<file path="src/inc/sac_pkg.sv">
// Constants shared by the successive-approximation conversion control
//Behaviour
//- Done line goes high within 1.5 us of start pulse rising edge.
//- Conversion begins on the falling edge of the start pulse.
//- Trial bits step one at a time from most to least significant.
//- Keep a trial bit unless the DAC sum exceeds the input; then clear it.
//- Start to done takes 10 to 30 us, typically 20 us.
//- After the last bit the done line goes low; result is complete.
//- While output enable is low, all result bits drive the data outputs.
//- While output enable is high, data outputs stay in high impedance.
//- Unipolar result is straight binary; bipolar result is offset binary.
//- Bipolar mode switches in an offset of MSB weight less half LSB.
//- Range input tied to common selects unipolar 0 to +10 V.
//- Range input left open selects bipolar -5 to +5 V.
package sac_pkg;

	localparam int CLK_PERIOD_NS = 50;
	localparam int RESULT_BITS = 8;
	localparam int SYNC_STAGES = 3;

	// Least start pulse width, rounded up to whole cycles
	localparam int START_PULSE_MIN_NS = 500;
	localparam int START_PULSE_MIN_CYC =
		(START_PULSE_MIN_NS + CLK_PERIOD_NS - 1) / CLK_PERIOD_NS;

	// Longest delay from start rising edge to done high, rounded down
	localparam int RESET_ACK_MAX_NS = 1500;
	localparam int RESET_ACK_MAX_CYC = RESET_ACK_MAX_NS / CLK_PERIOD_NS;

	// Conversion time window
	localparam int CONV_MIN_NS = 10000;
	localparam int CONV_TYP_NS = 20000;
	localparam int CONV_MAX_NS = 30000;
	localparam int CONV_MIN_CYC =
		(CONV_MIN_NS + CLK_PERIOD_NS - 1) / CLK_PERIOD_NS;
	localparam int CONV_TYP_CYC = CONV_TYP_NS / CLK_PERIOD_NS;
	localparam int CONV_MAX_CYC = CONV_MAX_NS / CLK_PERIOD_NS;

	// Cycles spent on each trial bit at the typical rate
	localparam int BIT_CYC_TYP = CONV_TYP_CYC / RESULT_BITS;

	// Values after reset
	localparam logic [RESULT_BITS-1:0] RESULT_RESET = 8'h00;
	localparam logic DONE_N_RESET = 1'b1;

endpackage : sac_pkg

</file>
<file path="src/hw/sac_pin_sync.sv">
// Three-stage pin synchroniser with agreement filter
`timescale 1ns/10ps
module sac_pin_sync #(
	parameter logic RESET_VALUE = 1'b0
) (
	// Clock and reset
	input wire logic clk,
	input wire logic rst_n,
	// Pin and synchronised level
	input wire logic pin,
	output logic level
);

	logic stage1;
	logic stage2;
	logic stage3;

	always_ff @(posedge clk or negedge rst_n) begin
		if (!rst_n) begin
			stage1 <= RESET_VALUE;
			stage2 <= RESET_VALUE;
			stage3 <= RESET_VALUE;
		end else begin
			stage1 <= pin;
			stage2 <= stage1;
			stage3 <= stage2;
		end
	end

	// A change counts only once the later two stages agree
	always_ff @(posedge clk or negedge rst_n) begin
		if (!rst_n) begin
			level <= RESET_VALUE;
		end else if (stage2 == stage3) begin
			level <= stage3;
		end
	end

endmodule : sac_pin_sync

</file>
<file path="src/hw/sac_bit_timer.sv">
// Divider producing one enable pulse per trial-bit period
`timescale 1ns/10ps
module sac_bit_timer #(
	parameter int COUNT = sac_pkg::BIT_CYC_TYP
) (
	// Clock and reset
	input wire logic clk,
	input wire logic rst_n,
	// Control
	input wire logic restart,
	input wire logic run,
	// Enable pulse
	output logic tick
);

	localparam int W = (COUNT > 1) ? $clog2(COUNT) : 1;
	localparam logic [W-1:0] LAST = W'(COUNT - 1);

	if (COUNT < 2) begin : g_bad_count
		$error("sac_bit_timer: COUNT must be at least 2");
	end

	logic [W-1:0] count;

	always_ff @(posedge clk or negedge rst_n) begin
		if (!rst_n) begin
			count <= '0;
		end else if (restart || !run || count == LAST) begin
			count <= '0;
		end else begin
			count <= count + 1'b1;
		end
	end

	always_ff @(posedge clk or negedge rst_n) begin
		if (!rst_n) begin
			tick <= 1'b0;
		end else begin
			tick <= run && !restart && (count == LAST);
		end
	end

endmodule : sac_bit_timer

</file>
<file path="src/hw/sac_conversion_control.sv">
// Successive-approximation conversion control and result outputs
`timescale 1ns/10ps
module sac_conversion_control #(
	parameter int RESULT_BITS = sac_pkg::RESULT_BITS,
	parameter int BIT_CYCLES = sac_pkg::BIT_CYC_TYP
) (
	// Clock and reset
	input wire logic clk,
	input wire logic rst_n,
	// Host control pins
	input wire logic convert,
	input wire logic data_enable_n,
	// Range select pin, high when left open
	input wire logic range_open,
	// Analog front end
	input wire logic dac_sum_exceeds,
	output logic [RESULT_BITS-1:0] dac_code,
	output logic bipolar_offset_on,
	// Completion and data pins
	output logic conversion_done_n,
	output logic [RESULT_BITS-1:0] data_out,
	output logic data_oe,
	// Status
	output logic conversion_busy,
	output logic start_pulse_short
);

	typedef enum logic [1:0] {
		SAC_IDLE,
		SAC_CLEARED,
		SAC_TRIAL
	} sac_state_e;

	// Worst-case start-to-done span: sync and edge detect, trials, done flop
	localparam int LATENCY_CYC = sac_pkg::SYNC_STAGES + 2;
	localparam int CONV_CYC = BIT_CYCLES * RESULT_BITS + LATENCY_CYC;
	localparam int PULSE_W = $clog2(sac_pkg::START_PULSE_MIN_CYC + 1);
	localparam logic [PULSE_W-1:0] PULSE_MIN =
		PULSE_W'(sac_pkg::START_PULSE_MIN_CYC);
	// Top trial bit, loaded on the start fall
	localparam logic [RESULT_BITS-1:0] TOP_BIT =
		{1'b1, {(RESULT_BITS-1){1'b0}}};

	if (RESULT_BITS != sac_pkg::RESULT_BITS) begin : g_bad_bits
		$error("sac_conversion_control: result width must be 8");
	end
	if (CONV_CYC < sac_pkg::CONV_MIN_CYC ||
			CONV_CYC > sac_pkg::CONV_MAX_CYC) begin : g_bad_time
		$error("sac_conversion_control: BIT_CYCLES out of time window");
	end
	if (BIT_CYCLES <= sac_pkg::SYNC_STAGES + 1) begin : g_bad_settle
		$error("sac_conversion_control: BIT_CYCLES too short to settle");
	end
	if (LATENCY_CYC > sac_pkg::RESET_ACK_MAX_CYC) begin : g_bad_ack
		$error("sac_conversion_control: start acknowledge too slow");
	end

	// Reset release through two flip-flops
	logic rst_meta_n;
	logic rst_sync_n;

	always_ff @(posedge clk or negedge rst_n) begin
		if (!rst_n) begin
			rst_meta_n <= 1'b0;
			rst_sync_n <= 1'b0;
		end else begin
			rst_meta_n <= 1'b1;
			rst_sync_n <= rst_meta_n;
		end
	end

	// Synchronised pin levels; the comparator is treated as a pin since
	// its output settles asynchronously to the clock
	logic convert_s;
	logic enable_n_s;
	logic range_open_s;
	logic exceeds_s;

	sac_pin_sync #(
		.RESET_VALUE(1'b0)
	) u_sync_convert (
		.clk(clk),
		.rst_n(rst_sync_n),
		.pin(convert),
		.level(convert_s)
	);

	sac_pin_sync #(
		.RESET_VALUE(1'b1)
	) u_sync_enable (
		.clk(clk),
		.rst_n(rst_sync_n),
		.pin(data_enable_n),
		.level(enable_n_s)
	);

	sac_pin_sync #(
		.RESET_VALUE(1'b0)
	) u_sync_range (
		.clk(clk),
		.rst_n(rst_sync_n),
		.pin(range_open),
		.level(range_open_s)
	);

	sac_pin_sync #(
		.RESET_VALUE(1'b0)
	) u_sync_compare (
		.clk(clk),
		.rst_n(rst_sync_n),
		.pin(dac_sum_exceeds),
		.level(exceeds_s)
	);

	// Start pulse edges
	logic convert_prev;
	logic start_rise;
	logic start_fall;

	always_ff @(posedge clk or negedge rst_sync_n) begin
		if (!rst_sync_n) begin
			convert_prev <= 1'b0;
		end else begin
			convert_prev <= convert_s;
		end
	end

	assign start_rise = convert_s && !convert_prev;
	assign start_fall = !convert_s && convert_prev;

	// Sequencer state
	sac_state_e state;
	logic bit_tick;
	logic [RESULT_BITS-1:0] approximation_register;
	logic [RESULT_BITS-1:0] trial_mask;
	logic [RESULT_BITS-1:0] next_approximation;
	logic last_trial;

	assign last_trial = trial_mask[0];

	// Decodes shared by the register, the timer and the done line
	logic trial_active;
	logic load_top;
	logic conv_finish;

	assign trial_active = (state == SAC_TRIAL);
	assign load_top = (state == SAC_CLEARED) && start_fall;
	assign conv_finish = trial_active && bit_tick && last_trial;

	// Restarted on the start fall so the top bit gets a full period
	sac_bit_timer #(
		.COUNT(BIT_CYCLES)
	) u_bit_timer (
		.clk(clk),
		.rst_n(rst_sync_n),
		.restart(start_fall),
		.run(trial_active),
		.tick(bit_tick)
	);

	// A new rising edge always aborts and clears, even mid-conversion,
	// and a fall without a rise before it is ignored
	always_ff @(posedge clk or negedge rst_sync_n) begin
		if (!rst_sync_n) begin
			state <= SAC_IDLE;
		end else if (start_rise) begin
			state <= SAC_CLEARED;
		end else begin
			unique case (state)
				SAC_IDLE: begin
					state <= SAC_IDLE;
				end
				SAC_CLEARED: begin
					if (start_fall) begin
						state <= SAC_TRIAL;
					end
				end
				SAC_TRIAL: begin
					if (bit_tick && last_trial) begin
						state <= SAC_IDLE;
					end
				end
				// Spare state code falls back to idle
				default: begin
					state <= SAC_IDLE;
				end
			endcase
		end
	end

	// Decide the bit on trial, then raise the next lower one
	always_comb begin
		next_approximation = approximation_register;
		if (exceeds_s) begin
			next_approximation = approximation_register & ~trial_mask;
		end
		next_approximation = next_approximation | (trial_mask >> 1);
	end

	always_ff @(posedge clk or negedge rst_sync_n) begin
		if (!rst_sync_n) begin
			approximation_register <= sac_pkg::RESULT_RESET;
		end else if (start_rise) begin
			approximation_register <= sac_pkg::RESULT_RESET;
		end else if (load_top) begin
			approximation_register <= TOP_BIT;
		end else if (trial_active && bit_tick) begin
			approximation_register <= next_approximation;
		end
	end

	// Trial mask walks down one position per bit period and ends empty
	always_ff @(posedge clk or negedge rst_sync_n) begin
		if (!rst_sync_n) begin
			trial_mask <= '0;
		end else if (start_rise) begin
			trial_mask <= '0;
		end else if (load_top) begin
			trial_mask <= TOP_BIT;
		end else if (trial_active && bit_tick) begin
			trial_mask <= trial_mask >> 1;
		end
	end

	// The DAC follows the register directly
	assign dac_code = approximation_register;

	// Done line: high on start, low after the last decision
	// A rise during a conversion raises it again before the fall
	always_ff @(posedge clk or negedge rst_sync_n) begin
		if (!rst_sync_n) begin
			conversion_done_n <= sac_pkg::DONE_N_RESET;
		end else if (start_rise) begin
			conversion_done_n <= 1'b1;
		end else if (conv_finish) begin
			conversion_done_n <= 1'b0;
		end
	end

	always_ff @(posedge clk or negedge rst_sync_n) begin
		if (!rst_sync_n) begin
			conversion_busy <= 1'b0;
		end else if (start_rise) begin
			conversion_busy <= 1'b1;
		end else if (conv_finish) begin
			conversion_busy <= 1'b0;
		end
	end

	// Range mode is frozen while bits are on trial so the offset
	// current cannot change under a comparator decision
	always_ff @(posedge clk or negedge rst_sync_n) begin
		if (!rst_sync_n) begin
			bipolar_offset_on <= 1'b0;
		end else if (!trial_active) begin
			bipolar_offset_on <= range_open_s;
		end
	end

	// Start pulse width measured in the synchronised domain; the count
	// saturates at the minimum so a long pulse cannot wrap it
	logic [PULSE_W-1:0] pulse_count;

	always_ff @(posedge clk or negedge rst_sync_n) begin
		if (!rst_sync_n) begin
			pulse_count <= '0;
		end else if (start_rise) begin
			pulse_count <= PULSE_W'(1);
		end else if (convert_s && pulse_count != PULSE_MIN) begin
			pulse_count <= pulse_count + 1'b1;
		end
	end

	// Flags a pulse narrower than the host minimum; held until next start
	always_ff @(posedge clk or negedge rst_sync_n) begin
		if (!rst_sync_n) begin
			start_pulse_short <= 1'b0;
		end else if (start_rise) begin
			start_pulse_short <= 1'b0;
		end else if (load_top) begin
			start_pulse_short <= (pulse_count < PULSE_MIN);
		end
	end

	// Output buffers: code is the register as is, offset binary in
	// bipolar mode because the offset is added on the analog side
	always_ff @(posedge clk or negedge rst_sync_n) begin
		if (!rst_sync_n) begin
			data_out <= sac_pkg::RESULT_RESET;
		end else begin
			data_out <= approximation_register;
		end
	end

	always_ff @(posedge clk or negedge rst_sync_n) begin
		if (!rst_sync_n) begin
			data_oe <= 1'b0;
		end else begin
			// Pads sit outside this block and follow this enable
			data_oe <= !enable_n_s;
		end
	end

endmodule : sac_conversion_control

</file>
<file path="config.mk">
export PLATFORM = sky130hd
export DESIGN_NAME = sac_conversion_control
export DESIGN_NICKNAME = d
export VERILOG_FILES = /design/src/inc/sac_pkg.sv /design/src/hw/sac_pin_sync.sv /design/src/hw/sac_bit_timer.sv /design/src/hw/sac_conversion_control.sv
export SDC_FILE = /design/constraint.sdc
export NUM_CORES = 1
export LEC_CHECK = 0
export BUFFER_PORTS_ARGS = -buffer_cell sky130_fd_sc_hd__buf_2
export CAP_MARGIN = 5
export CORE_MARGIN = 3
export CORE_UTILIZATION = 57
export DETAILED_ROUTE_END_ITERATION = 7
export PLACE_DENSITY = 0.78
export SLEW_MARGIN = 25
export SYNTH_ARGS = -nofsm -noshare
export SYNTH_HDL_FRONTEND = slang
export SYNTH_HIERARCHICAL = 1
export SYNTH_SLANG_ARGS = --single-unit
</file>
<file path="constraint.sdc">
create_clock -name clk -period 2 [get_ports clk]
set_input_delay 0.2 -clock clk [delete_from_list [all_inputs] [get_ports clk]]
set_output_delay 0.2 -clock clk [all_outputs]
set_load 0.05 [all_outputs]
</file>
==> impl_metrics.json, run 1 <==
{
  "status": "complete, no violations",
  "power_density_nw_per_um2": 1370,
  "dr_total_vias": 1564,
  "clkSlewWorstSetupHoldPaths_ps": 60,
  "drcViolationCount": 0,
  "maxCapViolations": 0,
  "slew_headroom_pct": 66.3,
  "worst-setup-path-type": "flip-flop to flip-flop",
  "syn_area_um2": 2410,
  "hold_buffers": 5,
  "start_util_pct": 59.9,
  "synth.distinct_cells": 45,
  "avgSynthCellArea_um2": 13.3,
  "diodes": 0,
  "antenna_left": 0,
  "cp_slowest_cell": "dfrtp_1",
  "root_buffer": "clkbuf_8",
  "fmax_mhz": 560,
  "post_cts_resized": 0,
  "die_h_um": 71.1,
  "grt_max_degree": 27,
  "finalHoldViolations": 0,
  "ys.flop_type": "dfrtp_1",
  "viasPerCell": 5.65,
  "cts_buffers": 9,
  "synth_top_cell_by_area": "dfrtp_1",
  "seq_area_um2": 1530,
  "globalplace.congestion": 0.842,
  "min_period_over_period_pct": 89.3,
  "min_period_ps": 1790,
  "ys_warn_count": 6,
  "track_usage_pct": 20.5,
  "synth_top_cell_area_share_pct": 58.1,
  "cts_setup_buffers": 0,
  "drv_slew": 0,
  "crit_chain": "inv_1 -> ha_1 -> and3b_4 -> nor3_4 -> a221o_1",
  "clock_skew_ps": 7.28,
  "dp_hpwl_mm": 3.20,
  "synth_nets": 195,
  "cts.path.max_buffers": 2,
  "mostFrequentLayoutCell": "dfrtp_1",
  "htreeDepth": 3,
  "port_buffers": 26,
  "insertion_delay_ps": 330,
  "firstDrtPassIters": 4,
  "final_cell_mix": "dfrtp_1, buf_2, nor2_1, nand2_1, clkbuf_8",
  "worstPathRequired_ps": 2260,
  "endpoint_kind": "flip-flop",
  "ys_async_sr_fraction_pct": 100,
  "die_w_um": 71.1,
  "ir_drop_mv": 0.668,
  "antenna_found_initial": 0,
  "first_iter_violations": 152,
  "ys_top_cells_by_area": "dfrtp_1, dfstp_2, ha_1, a22o_1, a221o_1",
  "critPathMaxStageDelay_ps": 480,
  "setup_viol": 0,
  "cts_tree": "yes",
  "die-area_um2": 5050,
  "ys_seq_area_share_pct": 63.5,
  "detail_route.wl_per_cell_um": 16.2,
  "synthToLayoutAreaGrowth_pct": 17.2,
  "hp-class": "primary input to asynchronous set/reset pin",
  "grt_first_pass_wirelength_mm": 7.89,
  "multi_input_area_um2": 798,
  "p_leak_nw": 1.25,
  "arrival_ps": 2050,
  "cts.sink_count": 61,
  "synth-edff-count": 0,
  "ys_ff_latch": 61,
  "syn_inst": 181,
  "crit_fanout": 13,
  "ios": 27,
  "wirelength_mm": 4.49,
  "tightest_slew_ps": 504,
  "start_kind": "flip-flop",
  "rsz0062_at_grt": "no",
  "nFillCells": 298,
  "grt-ovfl-total": 0,
  "fin_nets": 236,
  "post_route_cells_drive_above_1_share_pct": 27.8,
  "num_rows": 23,
  "core_um2": 4030,
  "grt_pass1_vias": 1687,
  "fin_setup_tns_ps": 0,
  "p_total_mw": 3.87
}
==> power by group <==
part           total, mW  switching [mW]  internal, mW
sequential          1.72           0.232          1.49
clock              0.939           0.425         0.514
combinational       1.21           0.820         0.387
==> final timing paths <==
| check | startpoint | endpoint | slack, ps | depth (start not counted) |
|---|---|---|---|---|
| worst max-delay path | u_sync_convert/level | dac_code[5] | 210 | 5 |
| worst min-delay path | rst_n | rst_meta_n | 170 | 2 |
| min in group clk | u_sync_convert/stage1 | u_sync_convert/stage2 | 350 | 0 |
| worst max register to register | u_sync_convert/level | dac_code[5] | 210 | 5 |
| worst min register to register | rst_sync_n | u_bit_timer/count[3] | 230 | 0 |
| max in group asynchronous | rst_sync_n | dac_code[0] | 1070 | 1 |
==> cells by family after synthesis <==
logic type	Yosys count	share of synthesized area, %
AO/OA/AOI/OAI	32	11.1
flip-flops	61	63.5
multiplexers	5	2.18
buffers and inverters	16	3.37
adder cells (fa/ha/maj)	12	6.02
other	1	0.155
AND/OR/NAND/NOR	51	12.6
XOR/XNOR	3	1.09
==> synthesized netlist by cell type (2+ instances only) <==
cell type   n
a21o_1      2
a21oi_1     2
a221o_1     6
a22o_1      7
and4_1      6
buf_2       2
buf_6       2
clkbuf_1    2
dfrtp_1    56
dfstp_2     5
ha_1        8
inv_1       9
maj3_2      4
mux2_2      2
mux2i_1     3
nand2_1    11
nand3_1     6
nand3b_1    3
nand4_1     3
nor2_1     12
o21ai_0     5
xnor2_1     2
==> registers in the layout, indices dropped and copies added, names as in the netlist, 2 cells and up <==
register           cells
dac_code               8
data_out               8
trial_mask             8
u_bit_timer/count      6
pulse_count            4
state                  2
==> layer usage <==
layer | share of wire, % | global-route usage, % | wire length, um
met1 | 40 | 24.0 | 1810
met2 | 55 | 34.8 | 2450
met3 | 3.7 | 6.39 | 164
met4 | 1.4 | 8.98 | 65
met5 | 0 | 0 | 0
==> per-stage QoR <==
step	utilization (%)	hold slack, ps	setup WS [ps]	area [um2]	instances
finish	70.2	172	214	2830	277
global route	70.2	157	58.4	2830	277
CTS	70.2	168	203	2830	277
detailed placement	64.6	-8.17	219	2600	256
global placement	64.6	-15.4	334	2600	256
floorplan	-	-95.6	185	2410	181
==> layout make-up <==
cell class | instances | area share [%]
multi-input cells | 104 | 28.2
well taps | 50 | 2.21
clock inverters | 2 | 0.354
inverters | 9 | 1.20
clock buffers | 14 | 5.75
flip-flops and latches | 61 | 54.3
repair buffers | 37 | 7.97
==> critical path, delay by kind of cell, from the launching register on <==
family | cells | cell delay, ps
and+or+nand+nor | 2 | 660
DFF | 1 | 480
AOI/OAI and AO/OA | 1 | 250
adders and majority gates | 1 | 220
buffers and inverters | 1 | 110
No activity file was read; power rests on OpenSTA's default activity.
==> inputs of run 2 (changes only) <==
Settings changed: ABC_AREA set to 1, SYNTH_HIERARCHICAL 1 to not set.
==> impl_metrics.json, run 2 <==
{
  "detail_route.wl_per_cell_um": 11.7,
  "syn_area_um2": 2450,
  "ys_async_sr_fraction_pct": 100,
  "first_iter_violations": 80,
  "grt_first_pass_wirelength_mm": 7.05,
  "cts.sink_count": 61,
  "p_comb_share_pct": 31.9,
  "dr_wl_met3_um": 181,
  "synth-edff-count": 0,
  "worst-setup-path-type": "flip-flop to flip-flop",
  "rsz0062_at_grt": "no",
  "post_route_cells_drive_above_1_share_pct": 20.8,
  "core_um2": 4090,
  "htreeDepth": 3,
  "dr_total_vias": 1642,
  "crit_fanout": 16,
  "endpoint_kind": "flip-flop",
  "avgSynthCellArea_um2": 10.4,
  "synthToLayoutAreaGrowth_pct": 15.9,
  "antenna_found_initial": 0,
  "synth-compound-area-share_pct": 5.86,
  "diodes": 0,
  "ios": 27,
  "drcViolationCount": 0,
  "cp-startpoint": "u_sync_convert.level",
  "dp_hpwl_mm": 2.71,
  "p_seq_share_pct": 45.1,
  "clkSlewWorstSetupHoldPaths_ps": 60,
  "grt-ovfl-total": 0,
  "syn_inst": 237,
  "grt_pass1_vias": 1652,
  "grt_max_degree": 36,
  "track_usage_pct": 18.0,
  "synth-xor-area-share_pct": 1.07,
  "min_period_ps": 1640,
  "pwr-share-clk_pct": 23.1,
  "ys.flop_type": "dfrtp_1",
  "cts.path.max_buffers": 2,
  "die-area_um2": 5130,
  "worstPathRequired_ps": 2220,
  "ys_ff_latch": 61,
  "yosysMostFrequentCell": "nand2_1",
  "cp_slowest_cell": "dfrtp_1",
  "start_kind": "flip-flop",
  "final_cell_mix": "nand2_1, dfrtp_1, buf_2, inv_1, nor2_1",
  "synth_top_family_by_area": "simple AND/OR/NAND/NOR gates",
  "viasPerCell": 4.93,
  "antenna_left": 0,
  "finalHoldViolations": 0,
  "synth_top_cell_area_share_pct": 57.1,
  "crit_chain": "ha_1 -> inv_1 -> nand2_4 -> nor2_8 -> inv_1 -> nand2_1 -> nand2_1",
  "die_h_um": 71.6,
  "insertion_delay_ps": 330,
  "fin_setup_tns_ps": 0,
  "port_buffers": 26,
  "mostFrequentLayoutCell": "nand2_1",
  "arrival_ps": 1870,
  "synthAdderAreaFrac_pct": 5.20,
  "synthTopCellsByCount": "nand2_1, dfrtp_1, inv_1",
  "status": "complete, no violations",
  "num_rows": 23,
  "top_layer": "met4",
  "power_density_nw_per_um2": 1330,
  "drv_slew": 0,
  "maxCapViolations": 0,
  "synth.distinct_cells": 29,
  "slew_headroom_pct": 61.5,
  "timing.rr.start": "u_sync_convert.level",
  "die_w_um": 71.6,
  "fin_nets": 291,
  "r2r_slack_ps": 360,
  "synthSimpleGateAreaFrac_pct": 20.3,
  "ys_top_cells_by_area": "dfrtp_1, nand2_1, dfstp_2, ha_1, inv_1",
  "critPathMaxStageDelay_ps": 430,
  "hp-class": "primary input to asynchronous set/reset pin",
  "firstDrtPassIters": 4,
  "globalplace.congestion": 0.854,
  "synth_top_cell_by_area": "dfrtp_1",
  "wirelength_mm": 3.90,
  "cts_buffers": 9,
  "setup_viol": 0,
  "synthMuxAreaShare_pct": 0,
  "clock_skew_ps": 7.15,
  "root_buffer": "clkbuf_8",
  "fmax_mhz": 609,
  "utilization_pct": 69.6,
  "tightest_slew_ps": 577,
  "ir_drop_mv": 0.639,
  "cts_tree": "yes",
  "p_leak_nw": 1.43,
  "power.switching_mw": 1.53,
  "ys_warn_count": 0,
  "synth_nets": 250,
  "p_sw_share_pct": 40.4,
  "cellInternalPower_mw": 2.26,
  "min_period_over_period_pct": 82.2,
  "start_util_pct": 60.1,
  "wl_met2_mm": 1.88,
  "wl_met1_mm": 1.75,
  "ys_seq_area_share_pct": 62.4
}
-- run 2: cell count changes after synthesis, sizes merged, moves of 7 or more --
cell,previous run,this run
inv,9,23
o21ai,6,13
nand2,11,72
nor2,12,20
nand3,7,17
a22o,7,0
-- run 2: critical path: cells and delay by family, from the launching register on --
| kind | cells | cell delay [ps] |
|---|---|---|
| buffers and inverters | 2 | 390 |
| and+or+nand+nor | 4 | 490 |
| DFF | 1 | 430 |
| adders and majority gates | 1 | 230 |
-- run 2: area by class of cell --
cell class / count / area [um2]
repair buffers: 33 / 208
clock buffers: 13 / 139
multi-input cells: 150 / 800
clock inverters: 3 / 15.0
fillers: 315 / 1240
well taps: 50 / 62.6
inverters: 23 / 86.3
flip-flops and latches: 61 / 1530
-- run 2: kinds of logic (layout without fill, tap and decap cells) --
family / count (synthesis) / count (layout)
flip-flops: 61 / 61
AND/OR/NAND/NOR: 112 / 112
XOR/XNOR: 3 / 3
adder cells (fa/ha/maj): 11 / 11
other: 1 / 1
buffers and inverters: 26 / 72
AO/OA/AOI/OAI: 23 / 23
-- run 2: power by group through the flow --
stage                     clock network, mW  registers [mW]  logic (mW)
after floorplan                           0            2.19       0.484
after CTS                             0.903            1.71        1.22
after global placement                    0            1.73        1.19
after global routing                  0.959            1.75        1.32
final                                 0.876            1.71        1.21
after detailed placement                  0            1.73        1.21
-- run 2: path summary, 6_finish.rpt --
kind	cells after the start	to
worst max-delay path	7	dac_code[6]
worst min-delay path	2	rst_sync_n
worst max register to register	7	dac_code[6]
worst min register to register	0	u_bit_timer.count[1]
max in group asynchronous	1	data_out[2]
min in group clk	0	u_sync_compare.stage2
-- run 2: repair_timing --
item,CTS,global route
resized for setup,0,0
setup buffers,0,0
hold endpoints to repair,6,0
hold buffers,5,0
-- run 2: stage by stage --
stage	cell area (um2)	hold WS [ps]	instances	worst slack (ps)	total power, mW
finish	2840	183	333	357	3.79
global route	2840	170	333	183	4.03
CTS	2840	169	333	344	3.84
detailed placement	2640	-10.8	312	363	2.94
global placement	2640	-13.1	312	407	2.91
floorplan	2450	-95.6	237	185	2.68
-- run 2: metal layers --
layer,vias up,track usage (%)
met5,-,0
met4,0,10.0
met3,11,5.05
met2,32,28.7
met1,770,22.0
li1,829,-
